File: config.mk
export PLATFORM = sky130hd
export DESIGN_NAME = uos_top
export DESIGN_NICKNAME = d
export VERILOG_FILES = /design/src/design/uos_pkg.sv /design/src/design/uos_line_if.sv /design/src/design/uos_sync.sv /design/src/design/uos_stable.sv /design/src/design/uos_top.sv
export VERILOG_INCLUDE_DIRS = /design/src /design/src/design
export SDC_FILE = /design/constraint.sdc
export NUM_CORES = 1
export LEC_CHECK = 0
export BUFFER_PORTS_ARGS = -buffer_cell sky130_fd_sc_hd__buf_2
export CORE_MARGIN = 2
export CORE_UTILIZATION = 40
export CTS_CLUSTER_SIZE = 25
export DETAILED_ROUTE_END_ITERATION = 12
export PLACE_DENSITY = 0.66
export SYNTH_ARGS = -nofsm -noshare
export SYNTH_HDL_FRONTEND = slang
export SYNTH_HIERARCHICAL = 1
export SYNTH_SLANG_ARGS = --single-unit
export TNS_END_PERCENT = 100
File: constraint.sdc
create_clock -name CLOCK_I -period 2.79 [get_ports CLOCK_I]
set_input_delay 0 -clock CLOCK_I [delete_from_list [all_inputs] [get_ports CLOCK_I]]
set_output_delay 0 -clock CLOCK_I [all_outputs]
set_load 0.05 [all_outputs]
File: src/design/uos_cfg.svh
`ifndef UOS_CFG_SVH
`define UOS_CFG_SVH

// ****************************************
// register map
// ****************************************
`define UOS_ADDR_STATUS 8'h00
`define UOS_ADDR_CTRL 8'h04
`define UOS_ADDR_LINE 8'h08

// ****************************************
// status field positions
// ****************************************
`define UOS_BIT_ID 7
`define UOS_BIT_LSTABLE 5
`define UOS_BIT_SESSION 3
`define UOS_BIT_SESS_END 2
`define UOS_BIT_BUS_VALID 0

// control and line-state register fields
`define UOS_BIT_MON_EN 0
`define UOS_BIT_LINE_SE0 0
`define UOS_BIT_LINE_J 1

// ****************************************
// reset values
// ****************************************
`define UOS_RST_WORD 32'h0000_0000
`define UOS_RST_MON_EN 1'b1

// ****************************************
// timing
// ****************************************
`define UOS_CLK_MHZ 100
`define UOS_STABLE_TIME_US 1000
`define UOS_STABLE_CYCLES (`UOS_STABLE_TIME_US * `UOS_CLK_MHZ)
`define UOS_SYNC_STAGES 2

`endif

File: src/design/uos_pkg.sv
package uos_pkg;
  typedef logic [31:0] uos_word_t;
  typedef logic [7:0] uos_addr_t;
  typedef struct packed {
    logic cable_type_pin_state;
    logic session_valid_flag;
    logic b_session_end_flag;
    logic a_bus_power_valid_flag;
    logic single_ended_zero_flag;
    logic idle_line_level_flag;
  } uos_pins_t;
endpackage

File: src/design/uos_line_if.sv
`timescale 1ns/1ps
interface uos_line_if;
  logic single_ended_zero_flag;
  logic idle_line_level_flag;
  logic monitor_enable;
  logic line_stable_flag;
  modport monitor_mp (
    input single_ended_zero_flag,
    input idle_line_level_flag,
    input monitor_enable,
    output line_stable_flag
  );
  modport owner_mp (
    output single_ended_zero_flag,
    output idle_line_level_flag,
    output monitor_enable,
    input line_stable_flag
  );
endinterface

File: src/design/uos_sync.sv
`timescale 1ns/1ps
`include "uos_cfg.svh"
module uos_sync #(
  parameter int WIDTH = 6
) (
  input wire logic clk_i,
  input wire logic nrst_i,
  input wire logic [WIDTH-1:0] async_i,
  output logic [WIDTH-1:0] sync_o
);
  logic [WIDTH-1:0] meta_q;
  logic [WIDTH-1:0] meta_d;
  logic [WIDTH-1:0] sync_q;
  logic [WIDTH-1:0] sync_d;

  always_comb begin
    meta_d = async_i;
    sync_d = meta_q;
  end

  always_ff @(posedge clk_i or negedge nrst_i) begin
    if (!nrst_i) begin
      meta_q <= '0;
      sync_q <= '0;
    end else begin
      meta_q <= meta_d;
      sync_q <= sync_d;
    end
  end

  assign sync_o = sync_q;
endmodule

File: src/design/uos_stable.sv
`timescale 1ns/1ps
`include "uos_cfg.svh"
module uos_stable #(
  parameter int STABLE_CYCLES = `UOS_STABLE_CYCLES,
  parameter int CNT_W = $clog2(STABLE_CYCLES + 1)
) (
  input wire logic clk_i,
  input wire logic nrst_i,
  uos_line_if.monitor_mp line
);
  localparam logic [CNT_W-1:0] CNT_MAX = CNT_W'(STABLE_CYCLES);

  logic [1:0] prev_q;
  logic [1:0] prev_d;
  logic [CNT_W-1:0] cnt_q;
  logic [CNT_W-1:0] cnt_d;
  logic flag_q;
  logic flag_d;
  logic [1:0] cur;

  assign cur = {line.idle_line_level_flag, line.single_ended_zero_flag};

  always_comb begin
    prev_d = cur;
    cnt_d = cnt_q;
    if (!line.monitor_enable) begin
      cnt_d = '0;
    end else if (cur != prev_q) begin
      // any edge on either flag restarts the window
      cnt_d = '0;
    end else if (cnt_q != CNT_MAX) begin
      cnt_d = cnt_q + CNT_W'(1);
    end
    flag_d = (cnt_d == CNT_MAX);
  end

  always_ff @(posedge clk_i or negedge nrst_i) begin
    if (!nrst_i) begin
      prev_q <= 2'b00;
      cnt_q <= '0;
      flag_q <= 1'b0;
    end else begin
      prev_q <= prev_d;
      cnt_q <= cnt_d;
      flag_q <= flag_d;
    end
  end

  assign line.line_stable_flag = flag_q;
endmodule

File: src/design/uos_top.sv
// Our own choices: the plain strobed port and the register addresses.
`timescale 1ns/1ps
`include "uos_cfg.svh"
module uos_top
  import uos_pkg::*;
#(
  parameter int STABLE_CYCLES = `UOS_STABLE_CYCLES
) (
  input wire logic CLOCK_I,
  input wire logic NRST_I,
  input wire logic ID_PIN_I,
  input wire logic SESSION_VALID_I,
  input wire logic SESSION_END_I,
  input wire logic BUS_VALID_I,
  input wire logic SE0_I,
  input wire logic IDLE_LINE_LEVEL_FLAG_I,
  input wire logic [7:0] ADDR_I,
  input wire logic [31:0] WDATA_I,
  input wire logic WR_I,
  input wire logic RD_I,
  output logic [31:0] RDATA_O,
  output logic LINE_STABLE_O
);
  // ****************************************
  // pin synchronisation
  // ****************************************
  uos_pins_t pins_raw;
  uos_pins_t pins_sync;

  assign pins_raw = '{
    cable_type_pin_state: ID_PIN_I,
    session_valid_flag: SESSION_VALID_I,
    b_session_end_flag: SESSION_END_I,
    a_bus_power_valid_flag: BUS_VALID_I,
    single_ended_zero_flag: SE0_I,
    idle_line_level_flag: IDLE_LINE_LEVEL_FLAG_I
  };

  uos_sync #(
    .WIDTH($bits(uos_pins_t))
  ) u_sync (
    .clk_i(CLOCK_I),
    .nrst_i(NRST_I),
    .async_i(pins_raw),
    .sync_o(pins_sync)
  );

  // ****************************************
  // line stability monitor
  // ****************************************
  uos_line_if line_if ();
  logic mon_en_q;
  logic mon_en_d;

  assign line_if.single_ended_zero_flag = pins_sync.single_ended_zero_flag;
  assign line_if.idle_line_level_flag = pins_sync.idle_line_level_flag;
  assign line_if.monitor_enable = mon_en_q;

  uos_stable #(
    .STABLE_CYCLES(STABLE_CYCLES)
  ) u_stable (
    .clk_i(CLOCK_I),
    .nrst_i(NRST_I),
    .line(line_if.monitor_mp)
  );

  // ****************************************
  // status register
  // ****************************************
  uos_word_t status_q;
  uos_word_t status_d;
  logic [1:0] line_q;
  logic [1:0] line_d;

  always_comb begin
    status_d = `UOS_RST_WORD;
    status_d[`UOS_BIT_ID] = pins_sync.cable_type_pin_state;
    status_d[`UOS_BIT_LSTABLE] = line_if.line_stable_flag;
    status_d[`UOS_BIT_SESSION] = pins_sync.session_valid_flag;
    status_d[`UOS_BIT_SESS_END] = pins_sync.b_session_end_flag;
    status_d[`UOS_BIT_BUS_VALID] = pins_sync.a_bus_power_valid_flag;
    line_d[`UOS_BIT_LINE_SE0] = pins_sync.single_ended_zero_flag;
    line_d[`UOS_BIT_LINE_J] = pins_sync.idle_line_level_flag;
  end

  always_ff @(posedge CLOCK_I or negedge NRST_I) begin
    if (!NRST_I) begin
      status_q <= `UOS_RST_WORD;
      line_q <= 2'b00;
    end else begin
      status_q <= status_d;
      line_q <= line_d;
    end
  end

  // ****************************************
  // register port
  // ****************************************
  uos_word_t rdata_q;
  uos_word_t rdata_d;

  always_comb begin
    mon_en_d = mon_en_q;
    // status is read-only, so writes there are dropped
    if (WR_I && ADDR_I == `UOS_ADDR_CTRL) begin
      mon_en_d = WDATA_I[`UOS_BIT_MON_EN];
    end
  end

  always_comb begin
    // data stand for one cycle only, zero otherwise
    rdata_d = `UOS_RST_WORD;
    if (RD_I) begin
      if (ADDR_I == `UOS_ADDR_STATUS) begin
        rdata_d = status_q;
      end else if (ADDR_I == `UOS_ADDR_CTRL) begin
        rdata_d[`UOS_BIT_MON_EN] = mon_en_q;
      end else if (ADDR_I == `UOS_ADDR_LINE) begin
        rdata_d[1:0] = line_q;
      end else begin
        rdata_d = `UOS_RST_WORD;
      end
    end
  end

  always_ff @(posedge CLOCK_I or negedge NRST_I) begin
    if (!NRST_I) begin
      mon_en_q <= `UOS_RST_MON_EN;
      rdata_q <= `UOS_RST_WORD;
    end else begin
      mon_en_q <= mon_en_d;
      rdata_q <= rdata_d;
    end
  end

  assign RDATA_O = rdata_q;
  assign LINE_STABLE_O = status_q[`UOS_BIT_LSTABLE];
endmodule

==> impl_metrics.toml <==
[synthesis]
ys_types = 42
ys_seq_area_frac = 0.535
synth_warnings = 6
synth_xor_area_frac = 0.0773
synth_top_family_by_area = "simple AND/OR/NAND/NOR gates"
avgSynthCellArea_um2 = 11.3
muxShareOfSynthArea = 0.0198
synth_compound_area_frac = 0.0244
synth_area_um2 = 2150
synth_fa_ha_area_frac = 0.0116
synthSimpleGateAreaFrac = 0.222
synth_seq_cells = 46
syn_inst = 190

[cells_and_area]
multi_input_area_um2 = 861
drive_gt1_frac = 0.199
post-route-util = 0.479
final_cell_mix = "dfrtp_1, conb_1, buf_2"
fillers = 481
areaGrowthSynthToFinish_pct = 14.4
final_cells = 301
layout_commonest_cell = "dfrtp_1"
fin_area_um2 = 2460
fin_nets = 282
n_antenna_cell = 0
ff_latch_area_um2 = 1150

[clocking]
post_cts_buffers = 0
cts.clk_slew.worst_paths_ns = 0.10
clock-sinks = 46
cts_buffers = 5
clockRootBuffer = "clkbuf_8"
cts_htree_levels = 2
clockBufferDepth = 2
clkLatencyLatePin_ns = 0.31
tritoncts = "built"

[die]
die_h_um = 77.4
coreArea_um2 = 5140
std_cell_rows = 26
initial_utilization = 0.419
chipWidth_um = 77.4
num_io_pins = 83
die_area_um2 = 5980

[route]
vias_per_cell = 4.47
route.detailed.drc = 0
vias = 1344
dr_wl_met3_um = 175
first_pass_iters = 4
wl_per_cell_um = 11.4
route.met2.wl_mm = 1.59
dr.max_layer_used = "met4"
drt_wl_total_mm = 3.44
drtAntennaViolNets = 0
drtIter0Drc = 51
wl_met1_mm = 1.60

[timing]
drv_slew = 0
finalWorstSetupSlack_ns = 0.630
slew_headroom = 0.353
rsz0062_at_grt = "no"
setup_viol = 0
fin_tns_setup_ns = 0
fmax_mhz = 463
hold_ws_ns = 0.0271
post-route-period-util = 0.774
final.min_clock_period_ns = 2.16
hold_viol = 0
tightest_slew_ns = 0.970
finalClockSkew_ns = 0.00901

[power_and_ir_drop]
p_switching_mw = 0.357
clockPowerShare = 0.349
combPwrFrac = 0.101
irDropWorstVdd_mv = 0.339
switching_share = 0.286
p_per_area_nw_per_um2 = 508
p_seq_frac = 0.550
power.leakage_nw = 1.09
power_mw = 1.25
p_int_mw = 0.894

[global_route]
antenna_found_initial = 0
track_usage = 0.126
grt_pass1_vias = 1234
overflow = 0
grt_pass1_wl_mm = 5.82
grt_max_degree = 47

[worst_setup_path]
cp_common_cell = "nor4b_2"
critPathKind = "reg2reg"
crit_chain = "nor2_1, or4b_4, nor3_4, nor4b_2, o2111ai_1, nor4b_2"
crit_family = "simple AND/OR/NAND/NOR gates"
crit_path_end_kind = "register"
cp.required_ns = 3.01
critPathLaunchType = "register"
max_stage_delay_ns = 0.48
crit_fanout = 6
arrival_ns = 2.38
crit_buf_inv = 0
crit_path_top_delay_cell = "or4b_4"

[hold_path]
min_path_type = "in2reg"

[place]
placed_area_um2 = 2240
place_inst = 281
hpwl_mm = 2.34
portBuffers = 25
gp_congestion = 0.776
pre_cts_slack_ns = 0.632

[job]
maxCapViolCount = 0

[run_status]
outcome = "finished, final reports clean"
==> power groups by stage <==
| stage | logic, mW | clock network (mW) | registers (mW) |
|---|---|---|---|
| finish | 0.126 | 0.437 | 0.688 |
| global route | 0.134 | 0.480 | 0.691 |
| CTS | 0.127 | 0.455 | 0.688 |
| detailed placement | 0.116 | 0 | 0.702 |
| global placement | 0.115 | 0 | 0.701 |
| floorplan | 0.114 | 0 | 0.700 |
==> final cells by class <==
class	instances	area share
clock buffers	5	0.0279
multi-input cells	135	0.350
flip-flops and latches	46	0.468
clock inverters	3	0.0117
repair buffers	37	0.0996
inverters	5	0.00762
well taps	70	0.0356
==> synth_stat cells (all sizes together) <==
cell	count	area, µm²
or3b	1	8.76
buf	27	206
or2	1	6.26
nor3	7	46.3
clkbuf	2	7.51
o2111ai	1	8.76
and2	6	38.8
or4b	1	13.8
a31oi	2	12.5
nand4	5	37.5
dfrtp	45	1130
or3	1	6.26
nor4	6	67.6
a211oi	1	7.51
and3	2	13.8
nor2b	1	6.26
a22o	1	8.76
xnor2	14	123
nor2	23	86.3
mux2	2	22.5
ha	2	25.0
inv	5	18.8
nor4b	3	38.8
nand3	10	55.1
mux2i	2	20.0
nor3b	2	15.0
nand2	4	17.5
nand2b	3	18.8
dfstp	1	26.3
conb	1	3.75
xor2	5	43.8
a21oi	1	5.00
o21ai	2	10.0
==> tightest hold or removal path: stages <==
cell,delay [ns]
buf_2,0.12
a22o_1,0.14
a211oi_1,0.04
==> sequential cells by signal (all words and copies together) (netlist names) <==
register / cells
u_stable/prev_q: 2
u_stable/cnt_q: 17
u_stable/line.line_stable_flag: 1
status_q: 5
u_sync/meta_q: 6
line_q: 2
RDATA_O: 6
u_sync/sync_o: 6
line_if.monitor_enable: 1
==> worst paths after layout <==
kind / startpoint / end / slack (ns) / cells past startpoint
setup / recovery: u_stable/cnt_q[13]$_DFF_PN0_ / u_stable/line.line_stable_flag$_DFF_PN0_ / 0.63 / 6
min in group asynchronous: NRST_I / u_sync/meta_q[2]$_DFF_PN0_ / 0.38 / 2
hold reg to reg: u_sync/meta_q[5]$_DFF_PN0_ / u_sync/sync_o[5]$_DFF_PN0_ / 0.35 / 0
max in group asynchronous: NRST_I / line_q[1]$_DFF_PN0_ / 1.81 / 2
setup reg to reg: u_stable/cnt_q[13]$_DFF_PN0_ / u_stable/line.line_stable_flag$_DFF_PN0_ / 0.63 / 6
hold / removal: ADDR_I[3] / RDATA_O[0]$_DFF_PN0_ / 0.03 / 3
==> logic make-up (layout without fill, tap and decap cells) <==
group | count (synthesis) | count (layout)
AND/OR/NAND/NOR | 76 | 76
flip-flops | 46 | 46
buffers and inverters | 34 | 50
XOR/XNOR | 19 | 19
AO/OA/AOI/OAI | 8 | 8
multiplexers | 4 | 4
adder cells (fa/ha/maj) | 2 | 2
other | 1 | 26
==> metal layers <==
metal | global-route usage | vias up
met5 | 0 | -
met4 | 0.0714 | 0
met3 | 0.0337 | 7
met2 | 0.197 | 45
met1 | 0.158 | 626
li1 | - | 666
==> timing repair <==
item	in CTS	in global routing
hold buffers	12	0
gates resized for setup	0	0
endpoints found under the hold margin	54	0
Note: power is estimated with default switching activity, not from simulation.
